**src/cscp_pkg.sv**
```systemverilog
// Package with the constants and carrier types of the system-control pin block.
package cscp_pkg;
   localparam int ADDR_W = 20;
   localparam int PORT_W = 8;
   localparam logic [7:0] NMI_TYPE = 8'h02;
   localparam logic [ADDR_W-1:0] LOW_BASE_RST = 20'h0_0000;
   localparam logic [ADDR_W-1:0] LOW_TOP_RST = 20'h0_3FFF;
   localparam logic [PORT_W-1:0] PORT_LATCH_RST = 8'hFF;

   // One bus cycle as seen by the pin logic.
   typedef struct packed {
      logic active;
      logic isMem;
      logic isNumerics;
      logic locked;
      logic [ADDR_W-1:0] addr;
   } cscp_cycle_t;

   // Port 1 configuration: latch value, select-function enable, select requests.
   typedef struct packed {
      logic [PORT_W-1:0] latch;
      logic [PORT_W-1:0] selEnable;
      logic [PORT_W-1:0] selHit;
   } cscp_port_t;

   typedef enum logic [2:0] {
      ARB_OWN = 3'b001,
      ARB_WAIT = 3'b010,
      ARB_GRANT = 3'b100
   } cscp_arb_t;
endpackage : cscp_pkg

```
**src/cscp_port_one.sv**
```systemverilog
// Port 1 output pins: per-pin choice between select function and output latch.
`timescale 1ns/10ps
module cscp_port_one #(
   parameter int PORT_W = 8
) (
   input wire logic clk,
   input wire logic arst_n,
   input wire logic [PORT_W-1:0] latch,
   input wire logic [PORT_W-1:0] selEnable,
   input wire logic [PORT_W-1:0] selHit,
   output logic [PORT_W-1:0] pinOut
);
   genvar i;
   generate
      for (i = 0; i < PORT_W; i++) begin : g_pin
         // Each pin decides on its own, so one pin's mode never touches another.
         wire logic pinNext = selEnable[i] ? ~selHit[i] : latch[i];
         always_ff @(posedge clk or negedge arst_n) begin
            if (!arst_n) begin
               pinOut[i] <= 1'b1;
            end else begin
               pinOut[i] <= pinNext;
            end
         end
      end
   endgenerate

   // The edge right after reset release still shows the reset level, so it is left out.
   a_pin_follows: assert property (@(posedge clk) disable iff (!arst_n)
      $past(arst_n) |-> pinOut == $past((selEnable & ~selHit) | (~selEnable & latch)))
      else $error("port pin does not follow its selected source");
endmodule : cscp_port_one

```
**src/cscp_sys_ctrl.sv**
```systemverilog
// Top of the system-control pins: ack, selects, lock, hold grant, NMI latch, float strap.
`timescale 1ns/10ps
// How it works
// - ackLineB low acknowledges a request on extIrqLineB; they form a handshake pair.
// - Lower select goes low for memory cycles inside the programmed lower range.
// - Lock output goes low throughout a bus cycle that must stay indivisible.
// - No hold grant is given while the lock output is active.
// - Numerics select goes low for coprocessor accesses, high otherwise.
// - A high NMI input requests service of interrupt type 2, ignoring the mask.
// - NMI assertion is latched and stays pending until it is serviced.
// - Strap low during reset floats the ack, both select, lock, bus and port 1 pins; other outputs keep driving.
// - In pin-float mode the oscillator drive keeps driving.
// - Each port 1 pin is its own general-purpose output or select output.
// - Bus is handed over only at an instruction boundary not under lock.
// - While hold grant is high the data bus, lower select and lock output are floated.
module cscp_sys_ctrl #(
   parameter int ADDR_W = cscp_pkg::ADDR_W,
   parameter int PORT_W = cscp_pkg::PORT_W
) (
   input wire logic clk,
   input wire logic arst_n,
   input wire cscp_pkg::cscp_cycle_t cycle,
   input wire logic [ADDR_W-1:0] lowBase,
   input wire logic [ADDR_W-1:0] lowTop,
   input wire cscp_pkg::cscp_port_t portCfg,
   input wire logic instrBoundary,
   input wire logic holdReq,
   input wire logic nmiIn,
   input wire logic nmiServiced,
   input wire logic extIrqLineB,
   input wire logic irqAckReq,
   input wire logic floatStrapN,
   input wire logic oscDrive,
   output logic ackLineBOut,
   output logic ackLineBOe,
   output logic irqPendingB,
   output logic lowSelN,
   output logic lowSelOe,
   output logic lockN,
   output logic lockOe,
   output logic numSelN,
   output logic numSelOe,
   output logic holdGrant,
   output logic busOe,
   output logic nmiPending,
   output logic [7:0] nmiType,
   output logic [PORT_W-1:0] portOneOut,
   output logic portOneOe,
   output logic oscOut,
   output logic floatMode
);
   // Strap capture: reset holds the flop at zero; the first clock edge while reset is
   // still low cannot exist with an async reset, so a sampling flag tracks reset.
   logic inReset_reg;
   logic floatMode_reg;
   logic nmiPending_reg;
   logic lockN_reg;
   cscp_pkg::cscp_arb_t arb_reg;
   cscp_pkg::cscp_arb_t arb_next;

   wire logic lowHit = cycle.active && cycle.isMem && cycle.addr >= lowBase && cycle.addr <= lowTop;
   wire logic numHit = cycle.active && cycle.isNumerics;
   wire logic lockNow = cycle.active && cycle.locked;
   // The lock flop joins the release test, so the edge right after a locked cycle still refuses a grant.
   wire logic canRelease = instrBoundary && !lockNow && lockN_reg;
   wire logic pinsOe = !floatMode_reg;

   always_comb begin
      arb_next = arb_reg;
      case (arb_reg)
         cscp_pkg::ARB_OWN: begin
            if (holdReq) begin
               arb_next = canRelease ? cscp_pkg::ARB_GRANT : cscp_pkg::ARB_WAIT;
            end
         end
         cscp_pkg::ARB_WAIT: begin
            if (!holdReq) begin
               arb_next = cscp_pkg::ARB_OWN;
            end else if (canRelease) begin
               arb_next = cscp_pkg::ARB_GRANT;
            end
         end
         cscp_pkg::ARB_GRANT: begin
            if (!holdReq) begin
               arb_next = cscp_pkg::ARB_OWN;
            end
         end
         default: arb_next = cscp_pkg::ARB_OWN;
      endcase
   end

   always_ff @(posedge clk or negedge arst_n) begin
      if (!arst_n) begin
         inReset_reg <= 1'b1;
      end else begin
         inReset_reg <= 1'b0;
      end
   end

   // The first edge after release still sees the strap as it stood in reset.
   always_ff @(posedge clk or negedge arst_n) begin
      if (!arst_n) begin
         floatMode_reg <= 1'b0;
      end else if (inReset_reg) begin
         floatMode_reg <= !floatStrapN;
      end
   end

   // A high NMI level wins over a service in the same cycle, so a fresh request is never lost.
   always_ff @(posedge clk or negedge arst_n) begin
      if (!arst_n) begin
         nmiPending_reg <= 1'b0;
      end else begin
         nmiPending_reg <= nmiIn || (nmiPending_reg && !nmiServiced);
      end
   end

   always_ff @(posedge clk or negedge arst_n) begin
      if (!arst_n) begin
         arb_reg <= cscp_pkg::ARB_OWN;
         lockN_reg <= 1'b1;
      end else begin
         arb_reg <= arb_next;
         lockN_reg <= !lockNow;
      end
   end

   // Enables float in test mode; bus, lower select and lock enables also float while the bus is granted away; the oscillator pin has no enable.
   always_ff @(posedge clk or negedge arst_n) begin
      if (!arst_n) begin
         ackLineBOut <= 1'b1;
         ackLineBOe <= 1'b1;
         irqPendingB <= 1'b0;
         lowSelN <= 1'b1;
         lowSelOe <= 1'b1;
         lockOe <= 1'b1;
         numSelN <= 1'b1;
         numSelOe <= 1'b1;
         holdGrant <= 1'b0;
         busOe <= 1'b1;
         nmiType <= 8'h00;
         portOneOe <= 1'b1;
         oscOut <= 1'b0;
      end else begin
         irqPendingB <= extIrqLineB;
         ackLineBOut <= !(irqAckReq && extIrqLineB);
         ackLineBOe <= floatMode_reg;
         lowSelN <= !lowHit;
         lowSelOe <= floatMode_reg || arb_next == cscp_pkg::ARB_GRANT;
         lockOe <= floatMode_reg || arb_next == cscp_pkg::ARB_GRANT;
         numSelN <= !numHit;
         numSelOe <= floatMode_reg;
         holdGrant <= arb_next == cscp_pkg::ARB_GRANT;
         busOe <= floatMode_reg || arb_next == cscp_pkg::ARB_GRANT;
         nmiType <= cscp_pkg::NMI_TYPE;
         portOneOe <= floatMode_reg;
         oscOut <= oscDrive;
      end
   end

   assign lockN = lockN_reg;
   assign nmiPending = nmiPending_reg;
   assign floatMode = floatMode_reg;

   cscp_port_one #(.PORT_W(PORT_W)) cscp_port_one_i (
      .clk(clk),
      .arst_n(arst_n),
      .latch(portCfg.latch),
      .selEnable(portCfg.selEnable),
      .selHit(portCfg.selHit),
      .pinOut(portOneOut)
   );

   // Assertions look at registered outputs, so most of them judge one edge after the cause.
   a_grant_lock: assert property (@(posedge clk) disable iff (!arst_n)
      $rose(holdGrant) |-> $past(lockN_reg))
      else $error("hold granted while lock active");
   a_lock_blocks: assert property (@(posedge clk) disable iff (!arst_n)
      !lockN && !holdGrant |=> !holdGrant)
      else $error("hold grant rose while lock output active");
   a_lock_follow: assert property (@(posedge clk) disable iff (!arst_n)
      lockNow |=> !lockN)
      else $error("lock output not asserted for locked cycle");
   a_low_select: assert property (@(posedge clk) disable iff (!arst_n)
      lowHit |=> !lowSelN)
      else $error("lower select missing for range hit");
   a_low_idle: assert property (@(posedge clk) disable iff (!arst_n)
      !lowHit |=> lowSelN)
      else $error("lower select active outside range");
   a_num_select: assert property (@(posedge clk) disable iff (!arst_n)
      numHit |=> !numSelN && numSelOe == $past(floatMode))
      else $error("numerics select wrong");
   a_nmi_hold: assert property (@(posedge clk) disable iff (!arst_n)
      nmiPending && !nmiServiced && !nmiIn |=> nmiPending [*1])
      else $error("pending NMI lost");
   a_nmi_catch: assert property (@(posedge clk) disable iff (!arst_n)
      nmiIn |=> nmiPending && nmiType == cscp_pkg::NMI_TYPE)
      else $error("NMI not latched");
   a_float_stable: assert property (@(posedge clk) disable iff (!arst_n)
      !inReset_reg |=> $stable(floatMode_reg))
      else $error("float mode changed outside reset");
   a_float_pins: assert property (@(posedge clk) disable iff (!arst_n)
      floatMode ##1 floatMode |-> busOe && portOneOe && ackLineBOe && lowSelOe && lockOe && numSelOe)
      else $error("pin driven in float mode");
   a_osc_drives: assert property (@(posedge clk) disable iff (!arst_n)
      1'b1 |=> oscOut == $past(oscDrive))
      else $error("oscillator drive not passed");
   a_grant_float: assert property (@(posedge clk) disable iff (!arst_n)
      holdGrant |-> busOe)
      else $error("bus driven during hold grant");
   a_ack_pair: assert property (@(posedge clk) disable iff (!arst_n)
      !ackLineBOut |-> $past(extIrqLineB))
      else $error("ack without request");

   c_grant: cover property (@(posedge clk) disable iff (!arst_n) $rose(holdGrant));
   c_wait_lock: cover property (@(posedge clk) disable iff (!arst_n) holdReq && !lockN ##1 holdReq && !holdGrant);
   c_nmi: cover property (@(posedge clk) disable iff (!arst_n) $fell(nmiIn) ##1 nmiPending);
   c_float: cover property (@(posedge clk) disable iff (!arst_n) floatMode);
   c_set_clear: cover property (@(posedge clk) disable iff (!arst_n) nmiIn && nmiServiced);
endmodule : cscp_sys_ctrl

```
**config.mk**
```make
export PLATFORM = sky130hd
export DESIGN_NAME = cscp_sys_ctrl
export DESIGN_NICKNAME = d
export VERILOG_FILES = /design/src/cscp_pkg.sv /design/src/cscp_port_one.sv /design/src/cscp_sys_ctrl.sv
export SDC_FILE = /design/constraint.sdc
export NUM_CORES = 1
export LEC_CHECK = 0
export ABC_AREA = 1
export BUFFER_PORTS_ARGS = -buffer_cell sky130_fd_sc_hd__buf_2
export CAP_MARGIN = 20
export CORE_MARGIN = 1.5
export CORE_UTILIZATION = 43
export DETAILED_ROUTE_END_ITERATION = 10
export PLACE_DENSITY = 0.81
export SLEW_MARGIN = 20
export SYNTH_ARGS = -nofsm -noshare
export SYNTH_HDL_FRONTEND = slang
export SYNTH_SLANG_ARGS = --single-unit
```
**constraint.sdc**
```tcl
create_clock -name clk -period 1.33 [get_ports clk]
set_input_delay 0 -clock clk [delete_from_list [all_inputs] [get_ports clk]]
set_output_delay 0 -clock clk [all_outputs]
set_load 0.03 [all_outputs]
```
==> impl_metrics.env, run 1 <==
export IMPL_cts_made_buffers=3
export IMPL_yosysUniqueCellTypes=23
export IMPL_pin_count=129
export IMPL_grt_ovfl_total=0
export IMPL_tritoncts="built"
export IMPL_clkLatencyLatePin_ns=0.26
export IMPL_avgSynthCellArea_um2=7.45
export IMPL_drv_slew=0
export IMPL_power_mw=2.24
export IMPL_p_leak_nw=1.83
export IMPL_utilization=0.651
export IMPL_r2r_slack_ns=0.1
export IMPL_muxShareOfSynthArea=0
export IMPL_dp_cells=448
export IMPL_cpMaxStageDelayCell="dfstp_2"
export IMPL_synth_area_top_cells="ha_1, dfstp_2, inv_1, nand2_1, dfrtp_1"
export IMPL_crit_top_cell="inv_1"
export IMPL_yosys_area_share_simple=0.208
export IMPL_n_fill_cell=395
export IMPL_grt_pass1_vias=2042
export IMPL_finalNetCount=567
export IMPL_status="completed"
export IMPL_cts_sinks=24
export IMPL_slew_headroom=0.654
export IMPL_core_mm2=0.00466
export IMPL_hold_worst_slack_ns=0.00646
export IMPL_num_antenna_cells=0
export IMPL_firstDrtPassIters=4
export IMPL_fmax_mhz=812
export IMPL_synth_xor_area_share=0
export IMPL_synth_cells=277
export IMPL_wl_met3_um=198
export IMPL_drc=0
export IMPL_synthAdderAreaFrac=0.243
export IMPL_largest_register_ff_count=8
export IMPL_synth_top_flop_cell="dfstp_2"
export IMPL_skew_ns=0.00277
export IMPL_avgRoutedWirePerCell_um=10.9
export IMPL_viasPerCell=4.49
export IMPL_antenna_found_initial=0
export IMPL_design_area_mm2=0.00304
export IMPL_gp_congestion=0.759
export IMPL_finalCritPeriodShare=0.926
export IMPL_ys_ff_latch=24
export IMPL_vdd_drop_max_v=0.000470
export IMPL_maxCapViolCount=0
export IMPL_yosysTopAreaCellShare=0.243
export IMPL_synth_most_common_cell="inv_1"
export IMPL_path_max_fanout=5
export IMPL_worstPathRequired_ns=1.54
export IMPL_layout_drive_gt1_share=0.348
export IMPL_max_slew_worst_pin_slew_ns=0.518
export IMPL_dpl_worst_slack_ns=0.102
export IMPL_grt_max_degree=25
export IMPL_hold_violations=0
export IMPL_areaGrowthSynthToFinish_pct=47.1
export IMPL_ys_seq_area_frac=0.301
export IMPL_totalWireLength_um=5240
export IMPL_htree_num_levels=1
export IMPL_route_met2_wl_um=3000
export IMPL_synth_edf_count=0
export IMPL_hold_class="in -> reg"
export IMPL_start_util=0.443
export IMPL_synth_compound_area_share=0.0867
export IMPL_synth_top_cell_by_area="ha_1"
export IMPL_p_per_area_mw_per_mm2=737
export IMPL_setup_ws_ns=0.0983
export IMPL_slowest_delay_ns=0.54
export IMPL_ctsLongestPathBuffers=2
export IMPL_cp_start_kind="flop"
export IMPL_clk_pin_slew_ns=0.08
export IMPL_die_x_um=72.3
export IMPL_dp_final_hpwl_um=4100
export IMPL_wirelength_met1_um=1940
export IMPL_period_needed_ns=1.23
export IMPL_synth_top_family_by_area="adder cells"
export IMPL_grt_setup_unrepaired="no"
export IMPL_die_y_um=72.3
export IMPL_crit_chain="inv_1, nor3_2, inv_1, nand2_2, nand3_2, o31ai_2, or2_1"
export IMPL_die_area_mm2=0.00522
export IMPL_timing_setup_tns_ns=0
export IMPL_grt_pass1_wl_um=8180
export IMPL_first_iter_violations=63
export IMPL_yosysWarnings=0
export IMPL_worstPathArrival_ns=1.44
export IMPL_io_buffer_count=121
export IMPL_antenna_left=0
export IMPL_vias=2164
export IMPL_async_flop_share=1.00
export IMPL_setup_viol=0
export IMPL_syn_area_mm2=0.00206
export IMPL_grt_usage=0.197
export IMPL_critPathCaptureType="flop"
export IMPL_top_layer_used="met4"
export IMPL_cts_root_buf="clkbuf_8"
export IMPL_rows=25
export IMPL_path_class="reg -> reg"
export IMPL_placed_cell_area_mm2=0.00268
export IMPL_final_cells=482
export IMPL_yosys_top_cells_count="inv_1, nand2_1, ha_1"
placed cells by master, fill, tap and decap left out, types with 2 or more instances in the layout:
| master | Yosys | final |
|---|---|---|
| dlygate4sd3_1 | 0 | 30 |
| dfstp_2 | 16 | 16 |
| o21ai_0 | 2 | 2 |
| o21bai_1 | 2 | 2 |
| buf_2 | 0 | 121 |
| nand3_2 | 2 | 2 |
| a21oi_1 | 22 | 22 |
| inv_1 | 64 | 64 |
| nor3_2 | 0 | 2 |
| nor2_2 | 2 | 2 |
| ha_1 | 40 | 40 |
| nand3_1 | 5 | 5 |
| a21o_1 | 2 | 2 |
| dfrtp_1 | 8 | 8 |
| conb_1 | 2 | 9 |
| nor2_1 | 26 | 26 |
| clkbuf_8 | 0 | 3 |
| nand4_1 | 3 | 3 |
| nand2_1 | 62 | 62 |
worst max-delay path, delay by kind of cell, from the launching register on:
family          cells  cell delay, ns
flops               1            0.54
compound gates      1            0.07
buf+inv             2            0.17
simple gates        4            0.39
layout make-up:
cell class	count	area, µm²	share of cell area
Tap cell	54	67.6	0.0223
Multi-Input combinational cell	184	1150	0.380
Timing Repair Buffer	151	906	0.298
Inverter	65	244	0.0804
Clock buffer	4	45.0	0.0148
Sequential cell	24	621	0.204
cells by family (layout without fill, tap and decap cells):
logic type                 count (synthesis)  after routing
and+or+nand+nor                          104            104
other                                      2              9
buffers and inverters                     76            220
adders and majority gates                 40             40
DFF                                       24             24
AOI/OAI and AO/OA                         31             31
path summary, 6_finish.rpt:
kind,startpoint,to,cells after the start
max in group asynchronous,arst_n,ackLineBOut,2
max reg2reg,arb_reg[0],busOe,7
min in group asynchronous,arst_n,arb_reg[2],2
min,cycle[23],lowSelN,4
min reg2reg,floatMode,portOneOe,0
max,arb_reg[0],busOe,7
routing by layer:
layer  vias to the layer above  global-route usage
met5                         -                   0
met4                         0              0.0524
met3                        10              0.0278
met2                        66               0.408
met1                       949               0.202
li1                       1139                   -
power breakdown:
group	switching (mW)	internal, mW	total [mW]
sequential	0.0423	0.837	0.879
combinational	0.539	0.391	0.930
clock	0.215	0.214	0.428
repair_timing:
item	4_1_cts	5_1_grt
hold buffers	30	0
endpoints found under the hold margin	25	0
setup buffers	0	0
gates resized for setup	0	2
endpoints found under the setup margin	0	3
Note: power is estimated with default switching activity, not from simulation.
==> run 2: changes to the inputs <==
==> constraint.sdc (replaced) <==
create_clock -name clk -period 1.15 [get_ports clk]
set_input_delay 0 -clock clk [delete_from_list [all_inputs] [get_ports clk]]
set_output_delay 0 -clock clk [all_outputs]
set_load 0.03 [all_outputs]
==> run 2 against run 1 <==
Against the previous run:
- the flow now finishes with violations (negative hold slack, negative setup slack)
- hold slack lost 0.022 ns
- highest routed layer unchanged
- sequential power grew 17%
- clock power grew 70%
- register-to-register slack lost 0.25 ns
- largest power group unchanged
- total power grew 36%
- clock skew grew 0.00098 ns
- via count grew 3.8%
- critical path type unchanged
- sequential share of layout area shrank 0.70 points
- design area grew 3.5%
- cell count grew 1.2%
- combinational power grew 38%
==> impl_metrics.env, run 2 (synthesized netlist as in run 1, its figures left out) <==
export IMPL_hold_worst_slack_ns=-0.0152
export IMPL_fmax_mhz=770
export IMPL_vias=2246
export IMPL_hold_class="in -> reg"
export IMPL_max_slew_worst_pin_slew_ns=0.522
export IMPL_final_cell_mix="buf_2, inv_1, nand2_1"
export IMPL_slew_headroom=0.652
export IMPL_power_mw=3.04
export IMPL_first_iter_violations=63
export IMPL_io_buffer_count=121
export IMPL_layout_drive_gt1_share=0.359
export IMPL_path_class="reg -> reg"
export IMPL_setup_ws_ns=-0.149
export IMPL_totalWireLength_um=5810
export IMPL_avgRoutedWirePerCell_um=11.9
export IMPL_antenna_found_initial=0
export IMPL_htree_num_levels=1
export IMPL_p_leak_nw=1.88
export IMPL_maxCapViolCount=0
export IMPL_worstPathRequired_ns=1.37
export IMPL_start_util=0.443
export IMPL_num_antenna_cells=0
export IMPL_drv_slew=0
export IMPL_clkLatencyLatePin_ns=0.27
export IMPL_final_common_cell="buf_2"
export IMPL_status="complete, but fails checks"
export IMPL_cts_sinks=24
export IMPL_die_y_um=72.3
export IMPL_cp_buffers_inverters=2
export IMPL_ctsLongestPathBuffers=2
export IMPL_finalCritPeriodShare=1.13
export IMPL_hold_violations=1
export IMPL_drc=0
export IMPL_n_fill_cell=375
export IMPL_slowest_delay_ns=0.55
export IMPL_critPathCaptureType="flop"
export IMPL_clk_pin_slew_ns=0.08
export IMPL_setup_viol=5
export IMPL_finalNetCount=573
export IMPL_antenna_left=0
export IMPL_rows=25
export IMPL_cpMaxStageDelayCell="dfstp_2"
export IMPL_die_area_mm2=0.00522
export IMPL_violations="negative hold slack, negative setup slack"
export IMPL_cts_made_buffers=3
export IMPL_grt_pass1_wl_um=8420
export IMPL_crit_chain="inv_4, nor3_4, inv_2, nand2_4, nand3_4, o31ai_4, or2_1"
export IMPL_die_x_um=72.3
export IMPL_largest_register_ff_count=8
export IMPL_cp_start_kind="flop"
export IMPL_viasPerCell=4.60
export IMPL_grt_setup_unrepaired="yes"
export IMPL_p_per_area_mw_per_mm2=966
export IMPL_critical_path_top_delay_family="flip-flops"
export IMPL_grt_max_degree=25
export IMPL_dpl_worst_slack_ns=-0.129
export IMPL_cts_root_buf="clkbuf_8"
export IMPL_dp_final_hpwl_um=4070
export IMPL_worstPathArrival_ns=1.52
export IMPL_grt_pass1_vias=2054
export IMPL_grt_usage=0.204
export IMPL_vdd_drop_max_v=0.000599
export IMPL_tritoncts="built"
export IMPL_path_max_fanout=5
export IMPL_grt_ovfl_total=0
export IMPL_areaGrowthSynthToFinish_pct=52.3
export IMPL_skew_ns=0.00375
export IMPL_period_needed_ns=1.30
export IMPL_pin_count=129
export IMPL_core_mm2=0.00466
export IMPL_firstDrtPassIters=5
export IMPL_gp_congestion=0.777
==> run 2: power by group <==
part,leakage (nW),switching [mW],internal (mW)
clock network,0.0357,0.261,0.465
registers,0.266,0.0622,0.968
logic,1.57,0.718,0.561
==> run 2: worst register-to-register path: stages (launching register included) <==
cell	delay, ns
dfstp_2	0.55
inv_4	0.05
nor3_4	0.19
inv_2	0.08
nand2_4	0.09
nand3_4	0.08
o31ai_4	0.07
or2_1	0.13
==> run 2: per-stage QoR <==
stage	utilization	instance area [µm²]	cells	TNS (ns)
global placement	0.578	2700	450	-0.0527
global route	0.674	3140	488	-0.753
CTS	0.666	3100	487	-0.0591
finish	0.674	3140	488	-0.496
floorplan	-	2090	284	0
detailed placement	0.578	2700	450	-0.399
==> run 2: final timing paths <==
path	from	to	slack (ns)	cells past startpoint
max in group asynchronous	arst_n	cscp_port_one_i.pinOut[0]	0.53	2
worst max-delay path	arb_reg[0]	busOe	-0.15	7
min in group asynchronous	arst_n	irqPendingB	0.25	2
worst max register to register	arb_reg[0]	busOe	-0.15	7
worst min register to register	floatMode	portOneOe	0.42	0
worst min-delay path	portCfg[20]	cscp_port_one_i.pinOut[4]	-0.02	3
==> run 2: cell type report <==
cell class	count	area, µm²	share of cell area
clock inverters	1	30.0	0.00955
inverters	65	246	0.0784
well taps	54	67.6	0.0215
clock buffers	3	41.3	0.0131
flip-flops and latches	24	621	0.197
repair buffers	157	956	0.304
multi-input cells	184	1180	0.376
==> run 2: repair_timing <==
item	in CTS	in global routing
cloned	0	0
hold buffers	31	5
setup endpoints to repair	5	9
endpoints found under the hold margin	25	4
resized for setup	3	6
setup buffers	2	0
pin swaps	1	3
==> run 2: metal layers <==
| metal | global-route usage | share of wire | wire [µm] | up-vias |
|---|---|---|---|---|
| met4 | 0.0629 | 0.016 | 95 | 0 |
| met3 | 0.0319 | 0.039 | 228 | 14 |
| met1 | 0.214 | 0.38 | 2180 | 997 |
| met5 | 0 | 0 | 0 | - |
| met2 | 0.412 | 0.57 | 3310 | 82 |
| li1 | - | - | - | 1153 |
